$ cat config.mk
export PLATFORM = sky130hd
export DESIGN_NAME = gfs_pin3_fsync
export DESIGN_NICKNAME = d
export VERILOG_FILES = /design/src/logic/gfs_pkg.sv /design/src/logic/gfs_phase_timer.sv /design/src/logic/gfs_pin3_fsync.sv
export SDC_FILE = /design/constraint.sdc
export NUM_CORES = 1
export LEC_CHECK = 0
export ABC_AREA = 1
export BUFFER_PORTS_ARGS = -buffer_cell sky130_fd_sc_hd__buf_2
export CORE_MARGIN = 4
export CORE_UTILIZATION = 55
export DETAILED_ROUTE_END_ITERATION = 10
export PLACE_DENSITY = 0.81
export SETUP_SLACK_MARGIN = 0.02
export SLEW_MARGIN = 20
export SYNTH_ARGS = -nofsm -noshare
export SYNTH_HDL_FRONTEND = slang
export SYNTH_SLANG_ARGS = --single-unit
export TNS_END_PERCENT = 1
$ cat constraint.sdc
create_clock -name clk -period 2.4 [get_ports clk]
set_input_delay 0.36 -clock clk [delete_from_list [all_inputs] [get_ports clk]]
set_output_delay 0.36 -clock clk [all_outputs]
set_load 0.01 [all_outputs]
$ cat src/logic/gfs_pkg.sv
package gfs_pkg;

  // ==========================================================================
  // Register offsets
  // ==========================================================================
  localparam logic [7:0] PIN3_CTL_OFS = 8'h13;
  localparam logic [7:0] RSVD_FIRST_OFS = 8'h14;
  localparam logic [7:0] RSVD_LAST_OFS = 8'h17;
  localparam logic [7:0] FRAME_SYNC_CONTROL_OFS = 8'h18;
  localparam logic [7:0] FS_HIGH1_OFS = 8'h19;
  localparam logic [7:0] FS_HIGH0_OFS = 8'h1a;
  localparam logic [7:0] FS_LOW1_OFS = 8'h1b;
  localparam logic [7:0] FS_LOW0_OFS = 8'h1c;

  // ==========================================================================
  // Reset values
  // ==========================================================================
  localparam logic [7:0] PIN3_CTL_RST = 8'h00;
  localparam logic [7:0] FRAME_SYNC_CONTROL_RST = 8'h00;
  localparam logic [7:0] FS_TIME_RST = 8'h00;

  // ==========================================================================
  // Field positions
  // ==========================================================================
  localparam int PIN3_SEL_LSB = 5;
  localparam int PIN3_SRC_LSB = 2;
  localparam int PIN3_VAL_BIT = 1;
  localparam int PIN3_EN_BIT = 0;
  localparam int FS_SRC_LSB = 4;
  localparam int FS_SHOT_BIT = 3;
  localparam int FS_INIT_BIT = 2;
  localparam int FRAME_SYNC_SOURCE_BIT = 1;
  localparam int FS_GEN_BIT = 0;

  // ==========================================================================
  // Codes
  // ==========================================================================
  localparam logic [2:0] SRC_PORT0 = 3'h0;
  localparam logic [2:0] SRC_PORT1 = 3'h1;
  localparam logic [2:0] SRC_STATUS = 3'h4;
  localparam logic [2:0] SEL_LOCK = 3'h4;
  localparam logic [2:0] SEL_PASS = 3'h5;
  localparam logic [2:0] SEL_LOCAL = 3'h0;
  localparam logic [2:0] SEL_OR_LOCK = 3'h1;
  localparam logic [2:0] SEL_AND_LOCK = 3'h2;
  localparam logic [2:0] SEL_AND_PASS = 3'h3;
  localparam logic [2:0] SEL_FSYNC = 3'h4;
  localparam logic [3:0] FSRC_PORT0 = 4'h0;
  localparam logic [3:0] FSRC_PORT1 = 4'h1;
  localparam logic [1:0] FSRC_REF_TOP = 2'h1;
  localparam logic [1:0] FSRC_EXT_TOP = 2'h2;

  localparam int SYNC_W = 6;
  localparam int PERIOD_W = 24;

  typedef enum logic [1:0] {
    FS_IDLE,
    FS_RUN,
    FS_SHOT
  } gfs_state_e;

endpackage
$ cat src/logic/gfs_phase_timer.sv
`timescale 1ns/100ps
module gfs_phase_timer (
  // Clock and reset
  input wire logic clk,
  input wire logic srst,
  // Control
  input wire logic start,
  input wire logic tick,
  input wire logic [gfs_pkg::PERIOD_W-1:0] period,
  // Status
  output logic busy,
  output logic expire
);

  logic [gfs_pkg::PERIOD_W-1:0] cnt_q;
  logic busy_q;

  // ==========================================================================
  // Phase counter
  // ==========================================================================
  // A loaded value N ends the phase on the (N+1)th timebase tick.
  always_ff @(posedge clk) begin
    if (srst) begin
      cnt_q <= '0;
      busy_q <= 1'b0;
    end else if (start) begin
      cnt_q <= period;
      busy_q <= 1'b1;
    end else if (busy_q && tick) begin
      if (cnt_q == '0) begin
        busy_q <= 1'b0;
      end else begin
        cnt_q <= cnt_q - 1'b1;
      end
    end
  end

  assign busy = busy_q;
  assign expire = busy_q && tick && (cnt_q == '0);

  zero_period_a: assert property (@(posedge clk) disable iff (srst)
    start && (period == '0) |=> busy && (cnt_q == '0))
    else $error("Zero period did not give a one-tick phase.");

endmodule

$ cat src/logic/gfs_pin3_fsync.sv
`timescale 1ns/100ps
// Contract
// - Port source, select 000 drives remote GPIO0, 011 remote GPIO3.
// - Port source, 100 drives port lock, 101 port pass; rest reserved.
// - Status source, select 000 drives the local value bit.
// - Status source, 001 drives OR of enabled ports' lock.
// - Status source, 010 drives AND of enabled ports' lock.
// - Status source, 011 drives AND of enabled ports' pass.
// - Status source, 100 drives frame sync; rest reserved.
// - Source field bits 4:2: port 0, port 1, device status.
// - Bit 0 enables the pin output; bit 1 is the local level.
// - Frame-sync codes 0000/0001 use port 0/1 frame clock.
// - Frame-sync codes 01xx use the reference clock timebase.
// - Frame-sync codes 1000 to 1011 take external GPIO0 to GPIO3.
// - Writing one to bit 3 makes one frame-sync pulse from an internal source when idle and bit 0 is clear.
// - A started one-shot pulse runs its full length before another while its source stays internal.
// - The one-shot bit clears itself and always reads zero.
// - Bit 2 sets the initial frame-sync level.
// - Generation enable turns continuous frame-sync on or off.
// - Mode bit picks separate high/low counts or one 24-bit count.
// - A period value N gives a phase of N+1 timebase cycles.
module gfs_pin3_fsync (
  // Clock and reset
  input wire logic clk,
  input wire logic srst,
  // Register port
  input wire logic [7:0] reg_addr,
  input wire logic [7:0] reg_wdata,
  input wire logic reg_wr,
  output logic [7:0] reg_rdata,
  // Receive port status
  input wire logic [3:0] port0_remote_gpio,
  input wire logic [3:0] port1_remote_gpio,
  input wire logic [1:0] port_lock,
  input wire logic [1:0] port_pass,
  input wire logic [1:0] port_enabled,
  // Timebases and external pins
  input wire logic [1:0] port_frame_clk,
  input wire logic ref_tick,
  input wire logic [3:0] ext_gpio,
  // Pin and frame sync
  output logic pin3_out,
  output logic pin3_oe_n,
  output logic frame_sync_a
);

  // ==========================================================================
  // Registers
  // ==========================================================================
  logic [7:0] pin3_ctl_q;
  logic [7:4] fs_src_q;
  logic fs_init_q;
  logic frame_sync_source_q;
  logic fs_gen_q;
  logic fs_shot_q;
  logic [7:0] fs_high1_q;
  logic [7:0] fs_high0_q;
  logic [7:0] fs_low1_q;
  logic [7:0] fs_low0_q;

  always_ff @(posedge clk) begin
    if (srst) begin
      pin3_ctl_q <= gfs_pkg::PIN3_CTL_RST;
      fs_src_q <= gfs_pkg::FRAME_SYNC_CONTROL_RST[7:4];
      fs_init_q <= gfs_pkg::FRAME_SYNC_CONTROL_RST[gfs_pkg::FS_INIT_BIT];
      frame_sync_source_q <= gfs_pkg::FRAME_SYNC_CONTROL_RST[gfs_pkg::FRAME_SYNC_SOURCE_BIT];
      fs_gen_q <= gfs_pkg::FRAME_SYNC_CONTROL_RST[gfs_pkg::FS_GEN_BIT];
      fs_high1_q <= gfs_pkg::FS_TIME_RST;
      fs_high0_q <= gfs_pkg::FS_TIME_RST;
      fs_low1_q <= gfs_pkg::FS_TIME_RST;
      fs_low0_q <= gfs_pkg::FS_TIME_RST;
    end else if (reg_wr) begin
      case (reg_addr)
        gfs_pkg::PIN3_CTL_OFS: pin3_ctl_q <= reg_wdata;
        gfs_pkg::FRAME_SYNC_CONTROL_OFS: begin
          fs_src_q <= reg_wdata[7:4];
          fs_init_q <= reg_wdata[gfs_pkg::FS_INIT_BIT];
          frame_sync_source_q <= reg_wdata[gfs_pkg::FRAME_SYNC_SOURCE_BIT];
          fs_gen_q <= reg_wdata[gfs_pkg::FS_GEN_BIT];
        end
        gfs_pkg::FS_HIGH1_OFS: fs_high1_q <= reg_wdata;
        gfs_pkg::FS_HIGH0_OFS: fs_high0_q <= reg_wdata;
        gfs_pkg::FS_LOW1_OFS: fs_low1_q <= reg_wdata;
        gfs_pkg::FS_LOW0_OFS: fs_low0_q <= reg_wdata;
        default: ;
      endcase
    end
  end

  // A one-shot request lives for one cycle and is never stored.
  always_ff @(posedge clk) begin
    if (srst) begin
      fs_shot_q <= 1'b0;
    end else begin
      fs_shot_q <= reg_wr && (reg_addr == gfs_pkg::FRAME_SYNC_CONTROL_OFS) &&
                   reg_wdata[gfs_pkg::FS_SHOT_BIT];
    end
  end

  always_ff @(posedge clk) begin
    if (srst) begin
      reg_rdata <= 8'h00;
    end else begin
      case (reg_addr)
        gfs_pkg::PIN3_CTL_OFS: reg_rdata <= pin3_ctl_q;
        gfs_pkg::FRAME_SYNC_CONTROL_OFS: begin
          reg_rdata <= {fs_src_q, 1'b0, fs_init_q, frame_sync_source_q,
                        fs_gen_q};
        end
        gfs_pkg::FS_HIGH1_OFS: reg_rdata <= fs_high1_q;
        gfs_pkg::FS_HIGH0_OFS: reg_rdata <= fs_high0_q;
        gfs_pkg::FS_LOW1_OFS: reg_rdata <= fs_low1_q;
        gfs_pkg::FS_LOW0_OFS: reg_rdata <= fs_low0_q;
        default: reg_rdata <= 8'h00;
      endcase
    end
  end

  shot_reads_zero_a: assert property (@(posedge clk) disable iff (srst)
    reg_addr == gfs_pkg::FRAME_SYNC_CONTROL_OFS |=> !reg_rdata[gfs_pkg::FS_SHOT_BIT])
    else $error("One-shot bit read back as one.");

  // ==========================================================================
  // Pin input synchronisers
  // ==========================================================================
  logic [gfs_pkg::SYNC_W-1:0] meta_q;
  logic [gfs_pkg::SYNC_W-1:0] sync_q;
  logic [1:0] fclk_prev_q;

  always_ff @(posedge clk) begin
    if (srst) begin
      meta_q <= '0;
      sync_q <= '0;
      fclk_prev_q <= '0;
    end else begin
      meta_q <= {port_frame_clk, ext_gpio};
      sync_q <= meta_q;
      fclk_prev_q <= sync_q[5:4];
    end
  end

  logic [1:0] fclk_rise;
  assign fclk_rise = sync_q[5:4] & ~fclk_prev_q;

  // ==========================================================================
  // Frame-sync source decode
  // ==========================================================================
  logic fs_internal;
  logic fs_external;
  logic fs_tick;

  always_comb begin
    fs_tick = 1'b0;
    if (fs_src_q == gfs_pkg::FSRC_PORT0) begin
      fs_tick = fclk_rise[0];
    end else if (fs_src_q == gfs_pkg::FSRC_PORT1) begin
      fs_tick = fclk_rise[1];
    end else if (fs_src_q[7:6] == gfs_pkg::FSRC_REF_TOP) begin
      fs_tick = ref_tick;
    end
  end

  assign fs_internal = (fs_src_q == gfs_pkg::FSRC_PORT0) ||
                       (fs_src_q == gfs_pkg::FSRC_PORT1) ||
                       (fs_src_q[7:6] == gfs_pkg::FSRC_REF_TOP);
  assign fs_external = fs_src_q[7:6] == gfs_pkg::FSRC_EXT_TOP;

  // ==========================================================================
  // Frame-sync generator
  // ==========================================================================
  function automatic logic [gfs_pkg::PERIOD_W-1:0] phase_len(
    input logic level,
    input logic mode,
    input logic [7:0] hi1,
    input logic [7:0] hi0,
    input logic [7:0] lo1,
    input logic [7:0] lo0
  );
    if (mode) begin
      phase_len = {hi0, lo1, lo0};
    end else if (level) begin
      phase_len = {8'h00, hi1, hi0};
    end else begin
      phase_len = {8'h00, lo1, lo0};
    end
  endfunction

  gfs_pkg::gfs_state_e state_q;
  logic level_q;
  logic tmr_start;
  logic tmr_busy;
  logic tmr_expire;
  logic next_level;

  always_comb begin
    tmr_start = 1'b0;
    next_level = level_q;
    case (state_q)
      gfs_pkg::FS_IDLE: begin
        next_level = fs_init_q;
        if (fs_internal && fs_gen_q) begin
          tmr_start = 1'b1;
          next_level = fs_init_q;
        end else if (fs_internal && fs_shot_q) begin
          tmr_start = 1'b1;
          next_level = ~fs_init_q;
        end
      end
      gfs_pkg::FS_RUN: begin
        if (fs_gen_q && fs_internal && tmr_expire) begin
          tmr_start = 1'b1;
          next_level = ~level_q;
        end
      end
      default: ;
    endcase
  end

  always_ff @(posedge clk) begin
    if (srst) begin
      state_q <= gfs_pkg::FS_IDLE;
      level_q <= 1'b0;
    end else begin
      case (state_q)
        gfs_pkg::FS_IDLE: begin
          level_q <= next_level;
          if (fs_internal && fs_gen_q) begin
            state_q <= gfs_pkg::FS_RUN;
          end else if (fs_internal && fs_shot_q) begin
            state_q <= gfs_pkg::FS_SHOT;
          end
        end
        gfs_pkg::FS_RUN: begin
          level_q <= next_level;
          if (!fs_gen_q || !fs_internal) begin
            state_q <= gfs_pkg::FS_IDLE;
            level_q <= fs_init_q;
          end
        end
        gfs_pkg::FS_SHOT: begin
          if (tmr_expire || !fs_internal) begin
            state_q <= gfs_pkg::FS_IDLE;
            level_q <= fs_init_q;
          end
        end
        default: state_q <= gfs_pkg::FS_IDLE;
      endcase
    end
  end

  gfs_phase_timer u_timer (
    .clk(clk),
    .srst(srst),
    .start(tmr_start),
    .tick(fs_tick),
    .period(phase_len(next_level, frame_sync_source_q, fs_high1_q, fs_high0_q,
                      fs_low1_q, fs_low0_q)),
    .busy(tmr_busy),
    .expire(tmr_expire)
  );

  logic fs_level;
  assign fs_level = fs_external ? sync_q[fs_src_q[5:4]] : level_q;

  shot_holds_a: assert property (@(posedge clk) disable iff (srst)
    state_q == gfs_pkg::FS_SHOT && fs_internal && !tmr_expire
      |=> state_q == gfs_pkg::FS_SHOT && tmr_busy)
    else $error("One-shot pulse ended before its period.");

  idle_level_a: assert property (@(posedge clk) disable iff (srst)
    state_q == gfs_pkg::FS_SHOT && tmr_expire |=> level_q == $past(fs_init_q))
    else $error("Frame sync did not return to its initial level.");

  // ==========================================================================
  // Pin multiplexer
  // ==========================================================================
  logic [2:0] pin_sel;
  logic [2:0] pin_src;
  logic [3:0] rgpio;
  logic pin_d;

  assign pin_sel = pin3_ctl_q[7:gfs_pkg::PIN3_SEL_LSB];
  assign pin_src = pin3_ctl_q[4:gfs_pkg::PIN3_SRC_LSB];
  assign rgpio = (pin_src == gfs_pkg::SRC_PORT1) ? port1_remote_gpio
                                                 : port0_remote_gpio;

  always_comb begin
    pin_d = 1'b0;
    if (pin_src == gfs_pkg::SRC_PORT0 || pin_src == gfs_pkg::SRC_PORT1) begin
      if (!pin_sel[2]) begin
        pin_d = rgpio[pin_sel[1:0]];
      end else if (pin_sel == gfs_pkg::SEL_LOCK) begin
        pin_d = port_lock[pin_src[0]];
      end else if (pin_sel == gfs_pkg::SEL_PASS) begin
        pin_d = port_pass[pin_src[0]];
      end
    end else if (pin_src == gfs_pkg::SRC_STATUS) begin
      case (pin_sel)
        gfs_pkg::SEL_LOCAL: begin
          pin_d = pin3_ctl_q[gfs_pkg::PIN3_VAL_BIT];
        end
        gfs_pkg::SEL_OR_LOCK: pin_d = |(port_lock & port_enabled);
        gfs_pkg::SEL_AND_LOCK: pin_d = &(port_lock | ~port_enabled);
        gfs_pkg::SEL_AND_PASS: pin_d = &(port_pass | ~port_enabled);
        gfs_pkg::SEL_FSYNC: pin_d = fs_level;
        default: pin_d = 1'b0;
      endcase
    end
  end

  always_ff @(posedge clk) begin
    if (srst) begin
      pin3_out <= 1'b0;
      pin3_oe_n <= 1'b1;
      frame_sync_a <= 1'b0;
    end else begin
      pin3_out <= pin_d;
      pin3_oe_n <= ~pin3_ctl_q[gfs_pkg::PIN3_EN_BIT];
      frame_sync_a <= fs_level;
    end
  end

  rx_gpio_a: assert property (@(posedge clk) disable iff (srst)
    pin_src == gfs_pkg::SRC_PORT1 && pin_sel == 3'h3
      |=> pin3_out == $past(port1_remote_gpio[3]))
    else $error("Pin does not carry remote GPIO3 of port 1.");

  rx_lock_a: assert property (@(posedge clk) disable iff (srst)
    pin_src == gfs_pkg::SRC_PORT0 && pin_sel == gfs_pkg::SEL_LOCK
      |=> pin3_out == $past(port_lock[0]))
    else $error("Pin does not carry port 0 lock.");

  local_val_a: assert property (@(posedge clk) disable iff (srst)
    pin_src == gfs_pkg::SRC_STATUS && pin_sel == gfs_pkg::SEL_LOCAL
      |=> pin3_out == $past(pin3_ctl_q[gfs_pkg::PIN3_VAL_BIT]))
    else $error("Pin does not carry the local value.");

  lock_or_a: assert property (@(posedge clk) disable iff (srst)
    pin_src == gfs_pkg::SRC_STATUS && pin_sel == gfs_pkg::SEL_OR_LOCK
      |=> pin3_out == ($past(port_lock[0] && port_enabled[0]) ||
                       $past(port_lock[1] && port_enabled[1])))
    else $error("Pin does not carry OR of enabled locks.");

  pass_and_a: assert property (@(posedge clk) disable iff (srst)
    pin_src == gfs_pkg::SRC_STATUS && pin_sel == gfs_pkg::SEL_AND_PASS &&
      port_enabled == 2'h3 |=> pin3_out == $past(port_pass[0] && port_pass[1]))
    else $error("Pin does not carry AND of enabled passes.");

  pin_fsync_a: assert property (@(posedge clk) disable iff (srst)
    pin_src == gfs_pkg::SRC_STATUS && pin_sel == gfs_pkg::SEL_FSYNC
      |=> pin3_out == frame_sync_a)
    else $error("Pin does not follow frame sync.");

  out_enable_a: assert property (@(posedge clk) disable iff (srst)
    reg_wr && reg_addr == gfs_pkg::PIN3_CTL_OFS && reg_wdata[0]
      |=> ##1 !pin3_oe_n)
    else $error("Pin output enable did not follow bit 0.");

endmodule

==> impl_results.md, run 1 <==
* Hold crit path type: primary input to register
* RSZ-0062 raised after global routing: no
* Mapped Cells at around 760
* Synthesized net count at 808
* Number of global-route vias before repair at 4,984
* First-pass GRT wire length at around 24,000 um
* Comb power frac at under 10%
* # DRC at 0
* Setup Fix Bufs, Post-CTS at 0
* Drt initial violations at 471
* H-tree levels at 3
* Synth Register Bits at about 100
* F_max at 465 MHz
* Total CTS buffers at 9
* Final Skew at 0.0159 ns
* Final Critical Period at ~2.1 ns
* Nets@finish at 845
* Reg power frac at 56.8%
* Overflow after GRT at 0
* Pwr Density at 507 mW/mm^2
* Die X-Extent at about 110 um
* Total track usage at about a quarter
* Worst R2R Start: u_timer.cnt_q[0]$_SDFFE_PP0P_
* Pre-antenna DRT Iters at 8
* Final setup vio count at 0
* Clock Power Share at between 30% and 40%
* Clock root buffer: clkbuf_8
* Setup Total Neg Slack at 0 ns
* Final Slew Violations at 0
* Post-synth EDFFs at 0
* Internal Power at between 0.002 and 0.0025 W
* Required @ worst endpoint at around 2.7 ns
* Leading area contributor after synthesis: dfxtp_1
* Largest fanout on the critical path at 24
* Top FF cell, synth: dfxtp_1
* Mean post-synth cell area at just over 7 um^2
* Synth async-reset ratio at 0%
* Via count at approximately 5.3k
* Sink Count at around 100
* Kind of critical path: register to register
* Area growth syn-to-layout at 9.44%
* Total power at between 0.002 and 0.003 W
* PostCTS Resize Cnt at 0
* Placed wire-length estimate at roughly 10,000 um
* RR Endpoint: u_timer.cnt_q[22]$_SDFFE_PP0P_
* Pleak at 2.65 nW
* Synth Area in Compound Gates at 20.2%
* Most frequent cell after synthesis: nand2_1
* Net switching power at between 0.0008 and 0.0009 W
* CP Data Arrival Time at about 2.4 ns
* Post-Synth XOR/XNOR Area at under 10%
* Max-cap violations at 0
* Area fraction of the dominant cell type after synthesis at a little under two fifths
* DIE HEIGHT at about 110 um
* CTS tree: built
* Routed WL at ~14,000 um
* WL per Instance at 15.3 um
* Worst-margin pin slew at ~0.79 ns
* Final Wtd Congestion at ~0.9
* Reg2reg setup slack at between 0.2 and 0.3 ns
* Hold EP: meta_q[0]$_SDFF_PP0_
* Hold-fix buffers at CTS at 0
* Slowest stage delay, CP at ~0.37 ns
* CP Capture Type: register
* Largest family of logic cells by synthesized area: simple AND/OR/NAND/NOR gates
* Worst path slowest cell: dfxtp_1
* Net Sw Frac at 27.2%
* Top cells by area, synth: dfxtp_1, nand2_1, o21ai_0
* Row count at 35
* Ratio of cells with drive above 1 in the final layout at between 15 and 20%
* Status: complete, no violations
* Largest net degree at the start of global routing at a little over 60
* Via/cell ratio at between 5 and 6
* Clk pin slew, worst setup/hold paths at 0.12 ns
* Period utilization at approximately 90%
* Port bufs at 50
* Synthesized area at 0.00538 mm^2
* Post-Synth Simple-Gate Area at 27.1%
* Synthesis Warnings at 0
* Initial core utilization at between 50% and 60%
* ANT nets after route at 0
* Insertion delay to the later sink of the worst-skew pair at around 0.38 ns
* CORE AREA at about 0.0094 mm^2
* Peak supply drop at around 0.00034 V
* Post-synthesis mux area share at 0%
* Clock Tree Buf Depth at 2
* Hold_sp: ext_gpio[0]
* Worst Setup Start Kind: register
* Slew margin rel. at 47.2%
* Final hold viol count at 0
* Top Ports at between 50 and 60
* Critical path cell sequence: inv_1 > ha_1 > nand2_1 > nor2_2 > nand3_4 > nor2_4 > nand3_2 > nand2_2 > buf_6 > o21ai_0 > o211ai_1 > a21oi_1
* Synth cell count leaders: nand2_1, inv_1, dfxtp_1, o21ai_0, nand3_1
* Antenna cells at 0
* Synth Area in Adders at ~1.4%
* Distinct cells, synth at 47
* Initial antenna violation count at 0
* Die footprint at 0.0114 mm^2
* Seq/Total Area, Yosys at approximately 38%
* Number of cells on the worst hold path at 3
* FF-to-FF path depth at 12
## cells in the final DEF (no fill, tap or decap), types with 2 or more instances in the layout
cell        n
inv_1     107
inv_4       2
clkinv_8    2
nand4_1     6
nand2_1   121
inv_6       2
buf_2      50
inv_8       2
o221ai_1    5
nor2_2     11
a31oi_1    10
o211ai_1    4
ha_1        6
nand3_1    69
nor3_1      7
inv_2       3
nor2_4      7
o21ai_1     4
o21ai_0    84
o22ai_1     3
clkbuf_8    9
dfxtp_1   101
buf_4       8
nor2_1     55
a221oi_1    8
nand3_2     4
a21oi_2     2
xnor2_1     8
a21oi_1    68
xor2_1      7
nand2_2    10
nand2_4     2
## state kept, by name, summed over array words and instances (netlist names)
signal               count
fs_high0_q               8
reg_rdata                8
fs_low1_q                8
pin3_out                 1
frame_sync_source_q      1
fs_gen_q                 1
u_timer.cnt_q           24
fs_src_q                 4
pin3_oe_n                1
fclk_prev_q              2
fs_shot_q                1
fs_low0_q                8
u_timer.busy             1
meta_q                   6
sync_q                   6
frame_sync_a             1
state_q                  2
fs_init_q                1
pin3_ctl_q               8
fs_high1_q               8
level_q                  1
## worst max-delay path, delay by kind of cell, from the launching register on
kind            cells  cell delay, ns
flops               1            0.37
simple gates        6            0.75
compound gates      3            0.37
buf+inv             2            0.37
fa+ha+maj           1            0.18
## worst max path at each step
stage	slack, ns	end	from
2_1_floorplan	0.58	u_timer.cnt_q[12]$_SDFFE_PP0P_	u_timer.cnt_q[0]$_SDFFE_PP0P_
3_3_place_gp	0.31	u_timer.cnt_q[23]$_SDFFE_PP0P_	u_timer.cnt_q[0]$_SDFFE_PP0P_
3_5_place_dp	0.23	u_timer.cnt_q[12]$_SDFFE_PP0P_	u_timer.cnt_q[0]$_SDFFE_PP0P_
4_1_cts	0.19	u_timer.cnt_q[12]$_SDFFE_PP0P_	u_timer.cnt_q[0]$_SDFFE_PP0P_
5_1_grt	0.02	u_timer.cnt_q[10]$_SDFFE_PP0P_	u_timer.cnt_q[0]$_SDFFE_PP0P_
6_report	0.25	u_timer.cnt_q[22]$_SDFFE_PP0P_	u_timer.cnt_q[0]$_SDFFE_PP0P_
## cell families (layout without fill, tap and decap cells)
group,count (synthesis),count (layout)
buf+inv,145,187
flops,101,101
compound gates,195,195
xor+xnor,15,15
simple gates,300,300
fa+ha+maj,6,6
## layout make-up
type | count | area (um^2)
clock inverter | 7 | 81.3
inverter | 112 | 425
sequential | 101 | 2020
clock buffer | 9 | 124
timing repair buffer | 59 | 322
multi-input combinational | 516 | 2750
tap | 129 | 161
fill | 817 | 3480
## metrics by stage
step | area, um^2 | setup slack, ns | hold WS [ns] | utilization [%] | std cells
2_1_floorplan | 5380 | 0.579 | 0.379 | - | 762
4_1_cts | 5880 | 0.190 | 0.154 | 62.8 | 933
6_report | 5890 | 0.251 | 0.164 | 62.8 | 933
5_1_grt | 5890 | 0.0248 | 0.162 | 62.8 | 933
3_3_place_gp | 5680 | 0.306 | 0.391 | 60.6 | 917
3_5_place_dp | 5680 | 0.232 | 0.393 | 60.6 | 917
## per-layer routing
| layer | track usage, % | wire [um] | vias to the layer above |
|---|---|---|---|
| li1 | - | - | 2582 |
| met1 | 32.9 | 5900 | 2440 |
| met2 | 40.9 | 6580 | 257 |
| met3 | 6.26 | 1270 | 41 |
| met4 | 10.8 | 520 | 0 |
| met5 | 0 | 0 | - |
## power by group through the flow
stage / Clock [W] / Sequential (W) / Combinational (W)
4_1_cts: 0.00112 / 0.00170 / 0.000180
5_1_grt: 0.00119 / 0.00170 / 0.000203
6_report: 0.00111 / 0.00170 / 0.000183
2_1_floorplan: 0 / 0.00173 / 0.000105
3_3_place_gp: 0 / 0.00173 / 0.000174
3_5_place_dp: 0 / 0.00173 / 0.000178
No activity file was read; power rests on OpenSTA's default activity.
==> run 2: changes to the inputs <==
- ABC_AREA: 1 -> unset
- CTS_CLUSTER_SIZE: unset -> 14
==> run 2 against run 1 <==
  * The flow now finishes with violations (negative setup slack)
  * Final cell count is 14% lower
  * Worst hold slack better by 0.014 ns
  * Synthesized cell count is 22% lower
  * Routed wire length is 5.0% higher
  * Highest routed layer unchanged
==> impl_results.md, run 2 <==
* Synth Area in Adders at 1.48% (was 1.40%)
* Port bufs at 50 (unchanged)
* F_max at 364 MHz (was 465 MHz)
* Via count at 5,016 (was 5,320)
* Synth Area in Compound Gates at 19.9% (was 20.2%)
* Placed wire-length estimate at 11,100 um (was 10,200 um)
* Final Critical Period at 2.75 ns (was 2.15 ns)
* Worst Setup Start Kind: register (unchanged)
* Reg2reg setup slack at -0.35 ns (was 0.25 ns)
* Leading area contributor after synthesis: dfxtp_1 (unchanged)
* Ratio of cells with drive above 1 in the final layout at 24.6% (was 15.4%)
* Total track usage at 27.6% (was 25.6%)
* Post-Synth XOR/XNOR Area at 1.38% (was 2.44%)
* Antenna cells at 0 (unchanged)
* Pre-antenna DRT Iters at 8 (unchanged)
* Synth async-reset ratio at 0% (unchanged)
* Clock root buffer: clkbuf_8 (unchanged)
* Most flop-heavy register: u_timer.cnt_q (unchanged)
* Nets@finish at 740 (was 845)
* Hold crit path type: primary input to register (unchanged)
* Distinct cells, synth at 58 (was 47)
* Insertion delay to the later sink of the worst-skew pair at 0.39 ns (was 0.38 ns)
* Slew margin rel. at 62.3% (was 47.2%)
* Mean post-synth cell area at 8.59 um^2 (was 7.06 um^2)
* Final design utilization at 70.1% (was 62.8%)
* Failing checks: negative setup slack
* Top Ports at 51 (unchanged)
* Final setup vio count at 27 (was 0)
* Total power at 0.00291 W (was 0.00298 W)
* Largest net degree at the start of global routing at 84 (was 61)
* Synth cell count leaders: dfxtp_1, nor2_1, a21oi_1, mux2i_1, nand2_1 (was nand2_1, inv_1, dfxtp_1, o21ai_0, nand3_1)
* FF-to-FF path depth at 7 (was 12)
* ANT nets after route at 0 (unchanged)
* Initial antenna violation count at 0 (unchanged)
* Kind of critical path: register to register (unchanged)
* Routed WL at 15,000 um (was 14,300 um)
* FILL cells at 719 (was 817)
* RSZ-0062 raised after global routing: yes (was no)
* Pleak at 2.41 nW (was 2.65 nW)
* RR Endpoint: u_timer.cnt_q[9]$_SDFFE_PP0P_ (was u_timer.cnt_q[22]$_SDFFE_PP0P_)
* Most frequent cell after synthesis: dfxtp_1 (was nand2_1)
* Status: finished, violations left (was complete, no violations)
* Synthesis Warnings at 0 (unchanged)
* WL per Instance at 18.6 um (was 15.3 um)
* Initial core utilization at 57.5% (was 57.4%)
* H-tree levels at 3 (unchanged)
* Synthesized net count at 638 (was 808)
* Synth Register Bits at 101 (unchanged)
* DIE HEIGHT at 104 um (was 107 um)
* Final worst slack at -0.348 ns (was 0.251 ns)
* Area fraction of the dominant cell type after synthesis at 39.8% (was 37.6%)
* Worst-margin pin slew at 0.564 ns (was 0.791 ns)
* Top FF cell, synth: dfxtp_1 (unchanged)
* CORE AREA at 0.00885 mm^2 (was 0.00937 mm^2)
* Seq/Total Area, Yosys at 39.8% (was 37.6%)
* Largest fanout on the critical path at 8 (was 24)
* Area growth syn-to-layout at 21.9% (was 9.44%)
* Most frequent cells in the layout: dfxtp_1, buf_4, nor2_1, a21oi_1, buf_2 (was nand2_1, inv_1, dfxtp_1, o21ai_0, nand3_1)
* Period utilization at 114% (was 89.5%)
* Final Wtd Congestion at 0.955 (was 0.906)
* # DRC at 0 (unchanged)
* Clock Tree Buf Depth at 2 (unchanged)
* Peak supply drop at 0.000372 V (was 0.000339 V)
* First-pass GRT wire length at 24,500 um (was 23,500 um)
* Mapped Cells at 592 (was 762)
* Post-synthesis mux area share at 11.3% (was 0%)
* Number of cells on the worst hold path at 2 (was 3)
* Final hold viol count at 0 (unchanged)
* Top cells by area, synth: dfxtp_1, mux2i_1, a21oi_1 (was dfxtp_1, nand2_1, o21ai_0)
* Overflow after GRT at 0 (unchanged)
* Max-cap violations at 0 (unchanged)
* Hold-fix buffers at CTS at 0 (unchanged)
* CTS tree: built (unchanged)
* Commonest non-fill, non-tap cell in the layout: dfxtp_1 (was nand2_1)
* Clk pin slew, worst setup/hold paths at 0.11 ns (was 0.12 ns)
* Drt initial violations at 450 (was 471)
* Die footprint at 0.0108 mm^2 (was 0.0114 mm^2)
* Row count at 34 (was 35)
* Via/cell ratio at 6.22 (was 5.70)
* Required @ worst endpoint at 2.67 ns (was 2.66 ns)
* Final Skew at 0.0195 ns (was 0.0159 ns)
* Sink Count at 101 (unchanged)
* Worst R2R Start: u_timer.cnt_q[19]$_SDFFE_PP0P_ (was u_timer.cnt_q[0]$_SDFFE_PP0P_)
* CP Data Arrival Time at 3.01 ns (was 2.41 ns)
* Post-Synth Simple-Gate Area at 22.4% (was 27.1%)
* Number of global-route vias before repair at 4,903 (was 4,984)
* Total CTS buffers at 9 (unchanged)
* Largest family of logic cells by synthesized area: simple AND/OR/NAND/NOR gates (unchanged)
* Hold EP: meta_q[0]$_SDFF_PP0_ (unchanged)
* Post-synth EDFFs at 0 (unchanged)
* Pwr Density at 470 mW/mm^2 (was 507 mW/mm^2)
* CP Capture Type: register (unchanged)
* Final Slew Violations at 0 (unchanged)
* Die X-Extent at 104 um (was 107 um)
* Hold_sp: ext_gpio[0] (unchanged)
* Max FFs per register at 24 (unchanged)
* Synthesized area at 0.00508 mm^2 (was 0.00538 mm^2)
==> run 2: changes by cell type after synthesis, sizes merged, moves of 15 or more <==
cell / previous run / this run
a21oi: 70 / 55
o21ai: 89 / 28
nand3: 74 / 30
nand2: 134 / 44
inv: 112 / 17
nor2b: 0 / 19
mux2i: 0 / 45
==> run 2: worst max-delay path: stages, from the launching register on <==
cell and delay (ns):
dfxtp_2 0.33, or4_4 0.53, or4_4 0.47, or4_4 0.48, nor2_4 0.15, a211oi_4 0.10
nor3b_4 0.22, a221o_1 0.35
==> run 2: layer usage <==
layer	vias up	part of all wire (%)	GRT usage [%]	wire length [um]
met1	2371	42	36.0	6330
met2	223	48	47.2	7200
li1	2380	-	-	-
met5	-	0	0	0
met3	42	7.4	4.22	1100
met4	0	2.4	8.07	354
==> run 2: cell families (layout without fill, tap and decap cells) <==
logic type | count (synthesis) | after routing
fa+ha+maj | 6 | 6
simple gates | 219 | 219
buf+inv | 51 | 158
mux | 52 | 52
xor+xnor | 8 | 8
compound gates | 155 | 155
flops | 101 | 101
==> run 2: how the worst max path moves through the flow <==
| stage | to | from | slack [ns] | cells past startpoint |
|---|---|---|---|---|
| 5_1_grt | u_timer.cnt_q[11]$_SDFFE_PP0P_ | u_timer.cnt_q[19]$_SDFFE_PP0P_ | -0.40 | 7 |
| 3_3_place_gp | u_timer.cnt_q[15]$_SDFFE_PP0P_ | u_timer.cnt_q[19]$_SDFFE_PP0P_ | -0.31 | 8 |
| 2_1_floorplan | u_timer.cnt_q[5]$_SDFFE_PP0P_ | u_timer.cnt_q[19]$_SDFFE_PP0P_ | -0.43 | 8 |
| 6_report | u_timer.cnt_q[9]$_SDFFE_PP0P_ | u_timer.cnt_q[19]$_SDFFE_PP0P_ | -0.35 | 7 |
| 4_1_cts | u_timer.cnt_q[2]$_SDFFE_PP0P_ | u_timer.cnt_q[19]$_SDFFE_PP0P_ | -0.34 | 8 |
| 3_5_place_dp | u_timer.cnt_q[9]$_SDFFE_PP0P_ | u_timer.cnt_q[19]$_SDFFE_PP0P_ | -0.35 | 7 |
==> run 2: area by class of cell <==
cell class	count	area, um^2	share of cell area, %
clock buffer	9	124	2.00
clock inverter	7	63.8	1.03
inverter	17	63.8	1.03
multi-input combinational	440	2960	47.7
sequential	101	2020	32.6
tap	108	135	2.18
timing repair buffer	125	833	13.4
==> run 2: power breakdown <==
group / switching (W) / total (W) / internal, W / leakage [nW]
combinational: 0.0000967 / 0.000159 / 0.0000621 / 1.49
sequential: 0.00000447 / 0.00169 / 0.00169 / 0.817
clock: 0.000658 / 0.00106 / 0.000405 / 0.0960
total: 0.000759 / 0.00291 / 0.00215 / 2.41
==> run 2: per-stage QoR <==
step	hold WS [ns]	area [um^2]	std cells	TNS, ns	setup slack [ns]
5_1_grt	0.181	6200	807	-8.51	-0.403
3_3_place_gp	0.417	5930	791	-5.81	-0.311
6_report	0.178	6200	807	-6.35	-0.348
2_1_floorplan	0.380	5100	592	-7.80	-0.425
3_5_place_dp	0.423	5930	791	-6.85	-0.347
4_1_cts	0.175	6180	807	-6.15	-0.343
==> run 2: what timing repair did <==
| item | CTS | global route |
|---|---|---|
| gates resized for setup | 11 | 6 |
| buffers inserted | 0 | 0 |
| endpoints found under the setup margin | 28 | 28 |
| pin swaps | 10 | 5 |
